`config.mk`:
```
export PLATFORM = sky130hd
export DESIGN_NAME = upsc_config_top
export DESIGN_NICKNAME = d
export VERILOG_FILES = /design/src/hw/upsc_pkg.sv /design/src/hw/upsc_pair_swap.sv /design/src/hw/upsc_config_top.sv
export SDC_FILE = /design/constraint.sdc
export NUM_CORES = 1
export LEC_CHECK = 0
export BUFFER_PORTS_ARGS = -buffer_cell sky130_fd_sc_hd__buf_4
export CORE_MARGIN = 4
export CORE_UTILIZATION = 45
export CTS_CLUSTER_SIZE = 40
export DETAILED_ROUTE_END_ITERATION = 10
export GPL_TIMING_DRIVEN = 0
export PLACE_DENSITY = 0.7
export SLEW_MARGIN = 20
export SYNTH_ARGS = -nofsm -noshare
export SYNTH_HDL_FRONTEND = slang
export SYNTH_SLANG_ARGS = --single-unit
```
`constraint.sdc`:
```
create_clock -name clk_in -period 2.3 [get_ports clk_in]
set_input_delay 0.23 -clock clk_in [delete_from_list [all_inputs] [get_ports clk_in]]
set_output_delay 0.23 -clock clk_in [all_outputs]
set_load 0.1 [all_outputs]
```
`src/hw/upsc_pkg.sv`:
```
// Summary of operation
// port 7 drive level from 0xF7 bits 5:4
// ports 6,5 from 0xF7 bits 3:2,1:0
// level codes: normal, low, medium, high boost
// ports 4..1 from 0xF8 bits 7:6..1:0
// 0xF7 clears to zero on reset
// software keeps levels at 00 unless needed
// swap 0: plus function on plus pin
// swap 1: plus function on minus pin
// swap bit 0 controls upstream port
// swap bits 7,6,2,1 control ports 7,6,2,1
// swap bits 3,4,5 control ports 3,4,5
package upsc_pkg;

  ////////////////////////////////////////////////////////////////////////////
  // geometry
  localparam int unsigned NUM_PAIRS  = 8;
  localparam int unsigned NUM_DOWN   = 7;
  localparam int unsigned LVL_W      = 2;
  localparam int unsigned LVL_CODES  = 4;

  ////////////////////////////////////////////////////////////////////////////
  // register offsets
  localparam logic [7:0] OFS_BOOST_7_5 = 8'hF7;
  localparam logic [7:0] OFS_BOOST_4_1 = 8'hF8;
  localparam logic [7:0] OFS_PIN_SWAP  = 8'hFA;

  ////////////////////////////////////////////////////////////////////////////
  // reset values, writable bits and the read value of unmapped offsets
  localparam logic [7:0] RST_BOOST_7_5  = 8'h00;
  localparam logic [7:0] RST_BOOST_4_1  = 8'h00;
  localparam logic [7:0] RST_PIN_SWAP   = 8'h00;
  localparam logic [7:0] MASK_BOOST_7_5 = 8'h3F;
  localparam logic [7:0] RDATA_UNMAPPED = 8'h00;

  ////////////////////////////////////////////////////////////////////////////
  // field positions (lsb of each two-bit level field, and the upstream swap bit)
  localparam int unsigned POS_LVL_P7 = 4;
  localparam int unsigned POS_LVL_P6 = 2;
  localparam int unsigned POS_LVL_P5 = 0;
  localparam int unsigned POS_LVL_P4 = 6;
  localparam int unsigned POS_LVL_P3 = 4;
  localparam int unsigned POS_LVL_P2 = 2;
  localparam int unsigned POS_LVL_P1 = 0;
  localparam int unsigned POS_SWAP_UP = 0;

  ////////////////////////////////////////////////////////////////////////////
  // drive level codes
  localparam logic [1:0] LVL_NORMAL = 2'h0;
  localparam logic [1:0] LVL_LOW    = 2'h1;
  localparam logic [1:0] LVL_MEDIUM = 2'h2;
  localparam logic [1:0] LVL_HIGH   = 2'h3;

endpackage

```
`src/hw/upsc_pair_swap.sv`:
```
module upsc_pair_swap (
  // clock and reset
  input  wire logic clk_in,
  input  wire logic nrst_in,
  // control
  input  wire logic swap_in,
  // transceiver side
  input  wire logic plus_func_in,
  input  wire logic plus_func_oe_in,
  input  wire logic minus_func_in,
  input  wire logic minus_func_oe_in,
  output logic      plus_func_out,
  output logic      minus_func_out,
  // pin side
  input  wire logic plus_line_pin_in,
  input  wire logic minus_line_pin_in,
  output logic      plus_line_pin_out,
  output logic      plus_line_pin_oe_out,
  output logic      minus_line_pin_out,
  output logic      minus_line_pin_oe_out
);

  ////////////////////////////////////////////////////////////////////////////
  // transmit routing
  wire next_plus_pin     = swap_in ? minus_func_in : plus_func_in;
  wire next_plus_pin_oe  = swap_in ? minus_func_oe_in : plus_func_oe_in;
  wire next_minus_pin    = swap_in ? plus_func_in : minus_func_in;
  wire next_minus_pin_oe = swap_in ? plus_func_oe_in : minus_func_oe_in;

  always_ff @(posedge clk_in or negedge nrst_in) begin
    if (!nrst_in) begin
      plus_line_pin_out     <= 1'b0;
      plus_line_pin_oe_out  <= 1'b0;
      minus_line_pin_out    <= 1'b0;
      minus_line_pin_oe_out <= 1'b0;
    end else begin
      plus_line_pin_out     <= next_plus_pin;
      plus_line_pin_oe_out  <= next_plus_pin_oe;
      minus_line_pin_out    <= next_minus_pin;
      minus_line_pin_oe_out <= next_minus_pin_oe;
    end
  end

  ////////////////////////////////////////////////////////////////////////////
  // receive: three stages, a change is taken once stages two and three agree
  logic [2:0] plus_sync;
  logic [2:0] minus_sync;
  logic       plus_seen;
  logic       minus_seen;

  always_ff @(posedge clk_in or negedge nrst_in) begin
    if (!nrst_in) begin
      plus_sync  <= 3'h0;
      minus_sync <= 3'h0;
    end else begin
      plus_sync  <= {plus_sync[1:0], plus_line_pin_in};
      minus_sync <= {minus_sync[1:0], minus_line_pin_in};
    end
  end

  wire next_plus_seen  = (plus_sync[1] == plus_sync[2]) ? plus_sync[2] : plus_seen;
  wire next_minus_seen = (minus_sync[1] == minus_sync[2]) ? minus_sync[2] : minus_seen;

  always_ff @(posedge clk_in or negedge nrst_in) begin
    if (!nrst_in) begin
      plus_seen      <= 1'b0;
      minus_seen     <= 1'b0;
      plus_func_out  <= 1'b0;
      minus_func_out <= 1'b0;
    end else begin
      plus_seen      <= next_plus_seen;
      minus_seen     <= next_minus_seen;
      plus_func_out  <= swap_in ? minus_seen : plus_seen;
      minus_func_out <= swap_in ? plus_seen : minus_seen;
    end
  end
endmodule

```
`src/hw/upsc_config_top.sv`:
```
module upsc_config_top (
  // clock and reset
  input  wire logic        clk_in,
  input  wire logic        nrst_in,
  // configuration byte port from the loader
  input  wire logic        cfg_wr_en_in,
  input  wire logic        cfg_rd_en_in,
  input  wire logic [7:0]  cfg_addr_in,
  input  wire logic [7:0]  cfg_wdata_in,
  output logic      [7:0]  cfg_rdata_out,
  output logic             cfg_rvalid_out,
  // drive levels to the downstream transceivers
  output logic      [1:0]  drive_level_port1_out,
  output logic      [1:0]  drive_level_port2_out,
  output logic      [1:0]  drive_level_port3_out,
  output logic      [1:0]  drive_level_port4_out,
  output logic      [1:0]  drive_level_port5_out,
  output logic      [1:0]  drive_level_port6_out,
  output logic      [1:0]  drive_level_port7_out,
  output logic      [27:0] drive_boost_sel_out,
  // swap state, bit 0 upstream, bit n downstream port n
  output logic      [7:0]  pair_polarity_swap_out,
  // transceiver side of each pair, index 0 upstream
  input  wire logic [7:0]  plus_func_in,
  input  wire logic [7:0]  plus_func_oe_in,
  input  wire logic [7:0]  minus_func_in,
  input  wire logic [7:0]  minus_func_oe_in,
  output logic      [7:0]  plus_func_out,
  output logic      [7:0]  minus_func_out,
  // pins of each pair
  input  wire logic [7:0]  plus_line_pin_in,
  input  wire logic [7:0]  minus_line_pin_in,
  output logic      [7:0]  plus_line_pin_out,
  output logic      [7:0]  plus_line_pin_oe_out,
  output logic      [7:0]  minus_line_pin_out,
  output logic      [7:0]  minus_line_pin_oe_out
);

  ////////////////////////////////////////////////////////////////////////////
  // register file
  logic [7:0] drive_boost_ports_7_to_5;
  logic [7:0] drive_boost_ports_4_to_1;
  logic [7:0] data_pair_pin_swap;

  wire hit_boost_7_5 = cfg_addr_in == upsc_pkg::OFS_BOOST_7_5;
  wire hit_boost_4_1 = cfg_addr_in == upsc_pkg::OFS_BOOST_4_1;
  wire hit_pin_swap  = cfg_addr_in == upsc_pkg::OFS_PIN_SWAP;

  // reserved bits 7:6 are never stored, so they read back as zero
  wire [7:0] next_boost_7_5 = (cfg_wr_en_in && hit_boost_7_5) ?
                              (cfg_wdata_in & upsc_pkg::MASK_BOOST_7_5) : drive_boost_ports_7_to_5;
  wire [7:0] next_boost_4_1 = (cfg_wr_en_in && hit_boost_4_1) ? cfg_wdata_in : drive_boost_ports_4_to_1;
  wire [7:0] next_pin_swap  = (cfg_wr_en_in && hit_pin_swap) ? cfg_wdata_in : data_pair_pin_swap;

  always_ff @(posedge clk_in or negedge nrst_in) begin
    if (!nrst_in) begin
      drive_boost_ports_7_to_5 <= upsc_pkg::RST_BOOST_7_5;
      drive_boost_ports_4_to_1 <= upsc_pkg::RST_BOOST_4_1;
      data_pair_pin_swap       <= upsc_pkg::RST_PIN_SWAP;
    end else begin
      drive_boost_ports_7_to_5 <= next_boost_7_5;
      drive_boost_ports_4_to_1 <= next_boost_4_1;
      data_pair_pin_swap       <= next_pin_swap;
    end
  end

  // read sees the value before a write in the same cycle
  wire [7:0] next_rdata = hit_boost_7_5 ? drive_boost_ports_7_to_5 :
                          hit_boost_4_1 ? drive_boost_ports_4_to_1 :
                          hit_pin_swap  ? data_pair_pin_swap :
                                          upsc_pkg::RDATA_UNMAPPED;

  always_ff @(posedge clk_in or negedge nrst_in) begin
    if (!nrst_in) begin
      cfg_rdata_out  <= 8'h00;
      cfg_rvalid_out <= 1'b0;
    end else begin
      cfg_rdata_out  <= cfg_rd_en_in ? next_rdata : 8'h00;
      cfg_rvalid_out <= cfg_rd_en_in;
    end
  end

  ////////////////////////////////////////////////////////////////////////////
  // field extraction, index n is downstream port n, index 0 unused
  logic [1:0] lvl [1:7];

  assign lvl[7] = drive_boost_ports_7_to_5[upsc_pkg::POS_LVL_P7 +: upsc_pkg::LVL_W];
  assign lvl[6] = drive_boost_ports_7_to_5[upsc_pkg::POS_LVL_P6 +: upsc_pkg::LVL_W];
  assign lvl[5] = drive_boost_ports_7_to_5[upsc_pkg::POS_LVL_P5 +: upsc_pkg::LVL_W];
  assign lvl[4] = drive_boost_ports_4_to_1[upsc_pkg::POS_LVL_P4 +: upsc_pkg::LVL_W];
  assign lvl[3] = drive_boost_ports_4_to_1[upsc_pkg::POS_LVL_P3 +: upsc_pkg::LVL_W];
  assign lvl[2] = drive_boost_ports_4_to_1[upsc_pkg::POS_LVL_P2 +: upsc_pkg::LVL_W];
  assign lvl[1] = drive_boost_ports_4_to_1[upsc_pkg::POS_LVL_P1 +: upsc_pkg::LVL_W];

  ////////////////////////////////////////////////////////////////////////////
  // level outputs and one-hot boost selects, one cycle behind the register
  // the analog side wants one select line per strength, so decode here
  logic [27:0] next_boost_sel;

  for (genvar p = 1; p <= upsc_pkg::NUM_DOWN; p++) begin : g_dec
    assign next_boost_sel[(p-1)*4 +: 4] = {lvl[p] == upsc_pkg::LVL_HIGH,
                                           lvl[p] == upsc_pkg::LVL_MEDIUM,
                                           lvl[p] == upsc_pkg::LVL_LOW,
                                           lvl[p] == upsc_pkg::LVL_NORMAL};
  end

  always_ff @(posedge clk_in or negedge nrst_in) begin
    if (!nrst_in) begin
      drive_level_port1_out  <= upsc_pkg::LVL_NORMAL;
      drive_level_port2_out  <= upsc_pkg::LVL_NORMAL;
      drive_level_port3_out  <= upsc_pkg::LVL_NORMAL;
      drive_level_port4_out  <= upsc_pkg::LVL_NORMAL;
      drive_level_port5_out  <= upsc_pkg::LVL_NORMAL;
      drive_level_port6_out  <= upsc_pkg::LVL_NORMAL;
      drive_level_port7_out  <= upsc_pkg::LVL_NORMAL;
      drive_boost_sel_out    <= 28'h1111111;
      pair_polarity_swap_out <= 8'h00;
    end else begin
      drive_level_port1_out  <= lvl[1];
      drive_level_port2_out  <= lvl[2];
      drive_level_port3_out  <= lvl[3];
      drive_level_port4_out  <= lvl[4];
      drive_level_port5_out  <= lvl[5];
      drive_level_port6_out  <= lvl[6];
      drive_level_port7_out  <= lvl[7];
      drive_boost_sel_out    <= next_boost_sel;
      pair_polarity_swap_out <= data_pair_pin_swap;
    end
  end

  ////////////////////////////////////////////////////////////////////////////
  // pair routing, swap bit n always serves pair n (0 = upstream)
  for (genvar n = 0; n < upsc_pkg::NUM_PAIRS; n++) begin : g_pair
    upsc_pair_swap u_swap (
      .clk_in                (clk_in),
      .nrst_in               (nrst_in),
      .swap_in               (data_pair_pin_swap[n]),
      .plus_func_in          (plus_func_in[n]),
      .plus_func_oe_in       (plus_func_oe_in[n]),
      .minus_func_in         (minus_func_in[n]),
      .minus_func_oe_in      (minus_func_oe_in[n]),
      .plus_func_out         (plus_func_out[n]),
      .minus_func_out        (minus_func_out[n]),
      .plus_line_pin_in      (plus_line_pin_in[n]),
      .minus_line_pin_in     (minus_line_pin_in[n]),
      .plus_line_pin_out     (plus_line_pin_out[n]),
      .plus_line_pin_oe_out  (plus_line_pin_oe_out[n]),
      .minus_line_pin_out    (minus_line_pin_out[n]),
      .minus_line_pin_oe_out (minus_line_pin_oe_out[n])
    );
  end
endmodule

```
* Word level (Yosys, flattened, before mapping)
Index checks and enable logic that the tools add are counted.
** Cells by class
- Add/sub/neg operators :: 0
- $mul :: 0
- Divide/modulo/power cells :: 0
- Order comparisons :: 0
- Eq/ne operators :: 40
- Shifts and indexed selects :: 0
- Mux-type cells :: 52
- Bitwise logic cells :: 0
- Reduce and logical (&&, ||, !) cells :: 10
** Operators by type and width (number)
- $mux W1 :: 48
- $mux W8 :: 4
- $eq A2 B2 Y1 const B :: 14
- $eq A8 B8 Y1 const B :: 3
- $eq A1 B1 Y1 :: 16
- $eq A2 B1 Y1 const B :: 7
- $logic_not A2 Y1 :: 7
- $logic_and A1 B1 Y1 :: 3
** Word-level totals
- Register bits after elaboration :: 193
- Bits in latches :: 0
- Memory bits (writable) :: 0
- Memory bits (read-only) :: 0
- Input port bits :: 68
- Word-level logic and storage cells :: 196
- Memories kept :: 0

* Longest topological paths before layout
Gate-level depths: netlist of run 1.
- Depth after elaboration :: 5
- Gate-level depth with buffers :: 5
- Depth with buffers taken out :: 3

* Modules after synthesis
A second synthesis of run 1 with hierarchy kept.
** Unflattened totals
- Cell total of the unflattened synthesis :: 351
- Area, all modules :: 6502.5 sq um
** By module, submodules not included
- upsc_pair_swap :: times used 8, cells each 23, area an instance 471.7 sq um, sequential area each 350.3 sq um
- upsc_config_top :: times used 1, cells each 167, area an instance 2728.9 sq um, sequential area each 2035.7 sq um

* Worst setup path before layout of run 1
OpenSTA, ideal clock, no wires.
- Path kind :: input port to flip-flop
- From :: in cfg_addr_in[2]
- To :: reg drive_boost_ports_4_to_1[0]
- Library setup time :: 0.125 ns
- Arrival :: 1.209 ns
- Required time :: 2.175 ns
- Slack :: 0.966 ns
- Stages :: 4
- Path buffers :: 1
- Path through :: nor3b_4 -> and4b_1 -> buf_6 -> mux2_2
** On the way
- Cells in the longest elaborated chain, start to end :: 2
** Ends and longest elaborated chain
- start: declaration :: RTL line upsc_config_top.sv:8 : input wire logic [7:0] cfg_addr_in,
- $eq A8 B8 Y1 :: RTL line upsc_config_top.sv:46 : wire hit_boost_4_1 = cfg_addr_in == upsc_pkg::OFS_BOOST_4_1;
- $logic_and A1 B1 Y1 :: RTL line upsc_config_top.sv:52 : wire [7:0] next_boost_4_1 = (cfg_wr_en_in && hit_boost_4_1) ? cfg_wdata_in : drive_boost_ports_4_to_1;
- end signal: assignment :: RTL line upsc_config_top.sv:58 : drive_boost_ports_4_to_1 <= upsc_pkg::RST_BOOST_4_1;
- end signal: assignment :: RTL line upsc_config_top.sv:62 : drive_boost_ports_4_to_1 <= next_boost_4_1;
- end: declaration :: RTL line upsc_config_top.sv:42 : logic [7:0] drive_boost_ports_4_to_1;
Every way passes these cells.
A chain may end at the register's enable or synchronous reset.

* Worst setup path in the final report of run 1
- From :: reg drive_boost_sel_out[8]
- To :: out drive_boost_sel_out[8]
** RTL lines
- start: declaration :: RTL line upsc_config_top.sv:20 : output logic [27:0] drive_boost_sel_out,
- start signal: assignment :: RTL line upsc_config_top.sv:126 : drive_boost_sel_out <= next_boost_sel;
No word-level cell between the ends.

==> flow_metrics.tcl, run 1 <==
set metrics [dict create \
    status "finished, final reports clean" \
    grt_use_met2_pct 25.0 \
    drtIter0Drc 158 \
    fin_tns_setup_ps 0 \
    met1_usage_pct 18.5 \
    syn-mean-instance-area_sq_um 16.6 \
    tightest_slew_ps 687 \
    mostFrequentLayoutCells "buf_4, dfrtp_1, mux2_2" \
    hold_end "g_pair[5].u_swap.minus_line_pin_out" \
    min-delay-start "minus_func_in[5]" \
    final_common_cell "buf_4" \
    setup_violations 0 \
    ios 175 \
    route.detailed.drc 0 \
    nets 679 \
    cts-root-buf "clkbuf_16" \
    rsz0062_at_grt "no" \
    period_needed_ps 1460 \
    slew_headroom_pct 54.2 \
    hold_violations 0 \
    crit_path_max_incr_delay_ps 520 \
    crit_buf_inv 1 \
    synth_top_family_by_area "multiplexers" \
    grt_pass1_wl_um 19700 \
    drive_above_1_share_pct 54.6 \
    initial_core_util_pct 45.7 \
    yosys_register_bits 193 \
    place_hpwl_um 8920 \
    leakage_nw 4.39 \
    required_ps 2070 \
    antenna_found_initial 0 \
    ir_drop_v 0.000478 \
    yosysTopAreaCellShare_pct 70.3 \
    synthSimpleGateAreaFrac_pct 4.10 \
    groute.layer.met3.usage_pct 6.64 \
    setup.worst_path.end_class "output port" \
    clock_latency_ps 420 \
    crit_arrival_ps 1230 \
    fmax_ghz 0.686 \
    power_density_nw_per_um2 895 \
    gp_congestion 0.720 \
    die_w_um 129 \
    io_buffer_count 174 \
    hp-class "input pin to flop" \
    yosys.area_share.xor_xnor_pct 0 \
    die_h_um 129 \
    syn_inst 399 \
    whs_path_depth 2 \
    reg2regPathDepth 4 \
    r2r_start "data_pair_pin_swap[1]" \
    synth_fa_ha_area_share_pct 2.42 \
    core_area_sq_um 14500 \
    synthDistinctLibCells 20 \
    crit_type "flop to output port" \
    grt_pass1_vias 3903 \
    vias_per_cell 4.55 \
    netlist_top_cells_area "dfrtp_1, mux2_2, buf_4" \
    fin_crit_sh_pct 63.4 \
    cts.sinks 193 \
    grt_use_total_pct 15.6 \
    final_max_slew_viol_count 0 \
    yosysTopAreaCell "dfrtp_1" \
    clkSlewWorstSetupHoldPaths_ps 70 \
    syn_area_sq_um 6620 \
    synth-seq-area-share_pct 73.1 \
    dieArea_sq_um 16700 \
    crit_fanout 1 \
    synth_compound_area_share_pct 0.681 \
    drtPass1Iterations 3 \
    reg2reg_slack_ps 1010 \
    holdWs_ps 48.2 \
    dpl_cell_area_sq_um 8190 \
    wirelength_um 12500 \
    overflow 0 \
    fill_cells 1085 \
    grt_max_degree 101 \
    path_delay_family "flip-flops" \
    clock_path_buffers 2 \
    cp_cell_sequence "buf_4" \
    crit_path_top_delay_cell "dfstp_2" \
    yosysWarnings 0 \
    cts_buffers 17 \
    start_kind "flop" \
    route.detailed.wl_per_inst_um 15.5 \
    synthMuxAreaShare_pct 13.2 \
    top_usage_layer "met2" \
    n_antenna_cell 0 \
    syn_nets 467 \
    skew_ps 4.25 \
    r2r_end "cfg_rdata_out[1]" \
    max_cap_violations 0 \
    ant_nets 0 \
    fin_cells 808 \
    final_area_sq_um 8970 \
    rows 44 \
    place_inst 758 \
    startpoint "drive_boost_sel_out[8]" \
    cts_tree "built" \
    htree_levels 4 \
    syn2layout_area_growth_pct 35.6 \
    num_vias 3676 \
    final_util_pct 62.0 \
]
stage by stage:
| stage | setup slack [ps] | total power [mW] |
|---|---|---|
| after global placement | -95.2 | 5.09 |
| after detailed placement | 557 | 5.13 |
| after global routing | 796 | 8.35 |
| after floorplan | 966 | 4.73 |
| final | 842 | 8.03 |
| after CTS | 809 | 8.14 |
Yosys cell counts:
cell / count
dfrtp_1: 186
mux2_2: 76
buf_4: 48
maj3_1: 16
nor2_1: 14
nor2b_1: 14
clkbuf_1: 9
and2_1: 7
dfstp_2: 7
a22oi_1: 6
and4_1: 3
and4b_1: 2
buf_2: 2
buf_6: 2
mux2i_1: 2
and3b_1: 1
nand2_1: 1
nand3_1: 1
nor3_1: 1
nor3b_4: 1
metal layers:
| metal | up-vias | routed length [um] | share of wire (%) |
|---|---|---|---|
| met3 | 24 | 1200 | 9.5 |
| met1 | 1820 | 4780 | 38 |
| li1 | 1712 | - | - |
| met4 | 0 | 308 | 2.5 |
| met2 | 120 | 6260 | 50 |
| met5 | - | 0 | 0 |
logic make-up (layout without fill, tap and decap cells):
kind of cell               Yosys count  count (layout)
DFF                                193             193
adders and majority gates           16              16
buffers and inverters               61             286
AOI/OAI and AO/OA                    6               6
and+or+nand+nor                     45              45
muxes                               78              78
report_power, final:
part	leakage, nW	internal, mW	switching [mW]	total (mW)
combinational	1.70	0.413	0.981	1.39
clock	0.292	1.75	1.21	2.96
sequential	2.40	3.59	0.0902	3.68
total	4.39	5.75	2.28	8.03
timing repair:
| item | CTS | global route |
|---|---|---|
| setup buffers | 0 | 0 |
| endpoints found under the hold margin | 106 | 0 |
| hold buffers | 18 | 0 |
| gates resized for setup | 0 | 0 |
worst max-delay path by stage:
stage,to,cells past startpoint
2_1_floorplan,drive_boost_ports_4_to_1[0],4
3_3_place_gp,g_pair[0].u_swap.plus_func_out,1
3_5_place_dp,data_pair_pin_swap[4],5
4_1_cts,drive_boost_sel_out[8],1
5_1_grt,drive_boost_sel_out[8],1
6_report,drive_boost_sel_out[8],1
flip-flops by register name (all words and copies together), names as in the netlist, 6 cells and up:
signal	flops
g_pair.u_swap.minus_func_out	8
g_pair.u_swap.plus_line_pin_out	8
g_pair.u_swap.plus_sync	24
drive_boost_ports_4_to_1	8
cfg_rdata_out	8
drive_boost_sel_out	28
g_pair.u_swap.minus_sync	24
g_pair.u_swap.minus_line_pin_oe_out	8
g_pair.u_swap.plus_func_out	8
g_pair.u_swap.minus_seen	8
g_pair.u_swap.minus_line_pin_out	8
pair_polarity_swap_out	8
drive_boost_ports_7_to_5	6
data_pair_pin_swap	8
g_pair.u_swap.plus_seen	8
g_pair.u_swap.plus_line_pin_oe_out	8
final cells by class:
type | count | area, sq um | area share (%)
buffer | 61 | 427 | 4.75
sequential | 193 | 4840 | 53.9
clock buffer | 20 | 447 | 4.98
clock inverter | 12 | 158 | 1.76
tap | 184 | 230 | 2.57
timing repair buffer | 193 | 1520 | 17.0
multi-input combinational | 145 | 1350 | 15.1
Note: power is estimated with default switching activity, not from simulation.
==> run 2, diff against run 1 <==
==> constraint.sdc (replaced) <==
create_clock -name clk_in -period 1.5 [get_ports clk_in]
set_input_delay 0.15 -clock clk_in [delete_from_list [all_inputs] [get_ports clk_in]]
set_output_delay 0.15 -clock clk_in [all_outputs]
set_load 0.1 [all_outputs]
==> flow_metrics.tcl, run 2 (synthesis results as in run 1) <==
set metrics [dict create \
    gp_congestion 0.720 \
    dr.max_layer_used "met4" \
    htree_levels 4 \
    cp_cell_sequence "buf_4" \
    dieArea_sq_um 16700 \
    rows 44 \
    initial_core_util_pct 45.7 \
    crit_path_max_incr_delay_ps 520 \
    fin_tns_setup_ps 0 \
    grt_pass1_vias 4116 \
    clock_path_buffers 2 \
    cts-root-buf "clkbuf_16" \
    multi_input_area_sq_um 1350 \
    reg2regPathDepth 4 \
    power_switching_share_pct 28.4 \
    final_max_slew_viol_count 0 \
    max_cap_violations 0 \
    power_density_nw_per_um2 1320 \
    whs_path_depth 4 \
    ir_drop_v 0.000733 \
    mostFrequentLayoutCells "buf_4, dfrtp_1, mux2_2" \
    crit_fanout 1 \
    status "finished, final reports clean" \
    fmax_ghz 0.725 \
    leakage_nw 4.56 \
    ant_nets 0 \
    syn2layout_area_growth_pct 41.7 \
    grt_max_degree 101 \
    post_cts_buffers 0 \
    setup.worst_path.end_class "output port" \
    grt_pass1_wl_um 20700 \
    reg_top3 "drive_boost_sel_out x28, g_pair.u_swap.minus_sync x24, g_pair.u_swap.plus_sync x24" \
    place_hpwl_um 8920 \
    period_needed_ps 1380 \
    path_delay_family "flip-flops" \
    core_area_sq_um 14500 \
    tightest_slew_ps 690 \
    slew_headroom_pct 54.0 \
    route.met2.wl_um 6620 \
    wl_met3_um 1160 \
    power_frac_clock_pct 36.6 \
    rsz0062_at_grt "no" \
    drtIter0Drc 173 \
    io_buffer_count 174 \
    crit_arrival_ps 1230 \
    overflow 0 \
    ios 175 \
    clkSlewWorstSetupHoldPaths_ps 70 \
    drtPass1Iterations 4 \
    setup_violations 0 \
    power.total_mw 12.4 \
    wirelength_um 13200 \
    wl_met1_um 5040 \
    grt_use_total_pct 16.4 \
    crit_buf_inv 1 \
    fin_crit_sh_pct 91.9 \
    route.detailed.drc 0 \
    fill_cells 1032 \
    power_switching_mw 3.53 \
    hold_violations 0 \
    num_vias 3842 \
    internal_power_mw 8.89 \
    route.detailed.wl_per_inst_um 15.5 \
    n_antenna_cell 0 \
    largest_register_ffs 28 \
    start_kind "flop" \
    final_common_cell "buf_4" \
    nets 719 \
    cts.sinks 193 \
    seq_power_share_pct 45.5 \
    crit_path_top_delay_cell "dfstp_2" \
    holdWs_ps 128 \
    skew_ps 3.88 \
    vias_per_cell 4.53 \
    regArea_sq_um 4840 \
    die_h_um 129 \
    die_w_um 129 \
    combPwrFrac_pct 17.9 \
    clock_latency_ps 420 \
    cp_num_cells 1 \
    required_ps 1350 \
    hp-class "input pin to flop" \
    top_register "drive_boost_sel_out" \
    crit_type "flop to output port" \
    drive_above_1_share_pct 51.4 \
    cts_tree "built" \
    cts_buffers 17 \
    antenna_found_initial 0 \
]
-- run 2: cell count changes in the layout (fill, tap and decap cells not counted), sizes merged --
cell         change
dlygate4sd3     +40
-- run 2: worst min-delay path: cells and delay by family --
family	cells	cell delay, ps
AND/OR/NAND/NOR	3	260
buffers and inverters	1	100
-- run 2: path summary, 6_finish.rpt --
path,start,slack [ps],end
worst max-delay path,drive_boost_sel_out[8],120,drive_boost_sel_out[8]
worst min-delay path,cfg_addr_in[0],130,cfg_rdata_out[7]
worst min register to register,g_pair[1].u_swap.plus_sync[0],350,g_pair[1].u_swap.plus_sync[1]
min in group asynchronous,nrst_in,300,g_pair[6].u_swap.plus_sync[1]
worst max register to register,data_pair_pin_swap[1],210,cfg_rdata_out[1]
max in group asynchronous,nrst_in,280,drive_boost_sel_out[16]
-- run 2: per-stage QoR --
stage / utilization [%] / worst slack [ps] / instance area (sq um) / instances
global route: 64.7 / 75.7 / 9370 / 848
floorplan: - / 246 / 6620 / 399
global placement: 56.3 / -815 / 8150 / 757
CTS: 64.7 / 89.3 / 9370 / 848
finish: 64.7 / 121 / 9370 / 848
detailed placement: 56.6 / -163 / 8190 / 758
-- run 2: final cells by class --
cell class | instances | share of cell area (%)
tap | 184 | 2.46
clock buffer | 20 | 4.77
timing repair buffer | 233 | 20.5
buffer | 61 | 4.55
sequential | 193 | 51.6
clock inverter | 12 | 1.68
multi-input combinational | 145 | 14.4
-- run 2: power groups by stage --
| stage | Combinational, mW | Clock [mW] | Sequential (mW) |
|---|---|---|---|
| after floorplan | 1.06 | 0 | 6.19 |
| after global placement | 2.07 | 0 | 5.73 |
| after detailed placement | 2.12 | 0 | 5.75 |
| after CTS | 2.25 | 4.67 | 5.65 |
| after global routing | 2.33 | 4.89 | 5.68 |
| final | 2.23 | 4.55 | 5.64 |
-- run 2: layer usage --
metal,global-route usage (%),up-vias
met3,6.43,24
met1,19.3,1908
li1,-,1792
met4,7.60,0
met2,26.7,118
met5,0,-
-- run 2: repair_timing --
action / CTS / global route
endpoints found under the setup margin: 0 / 0
endpoints found under the hold margin: 160 / 0
hold buffers: 58 / 0
resized for setup: 0 / 0
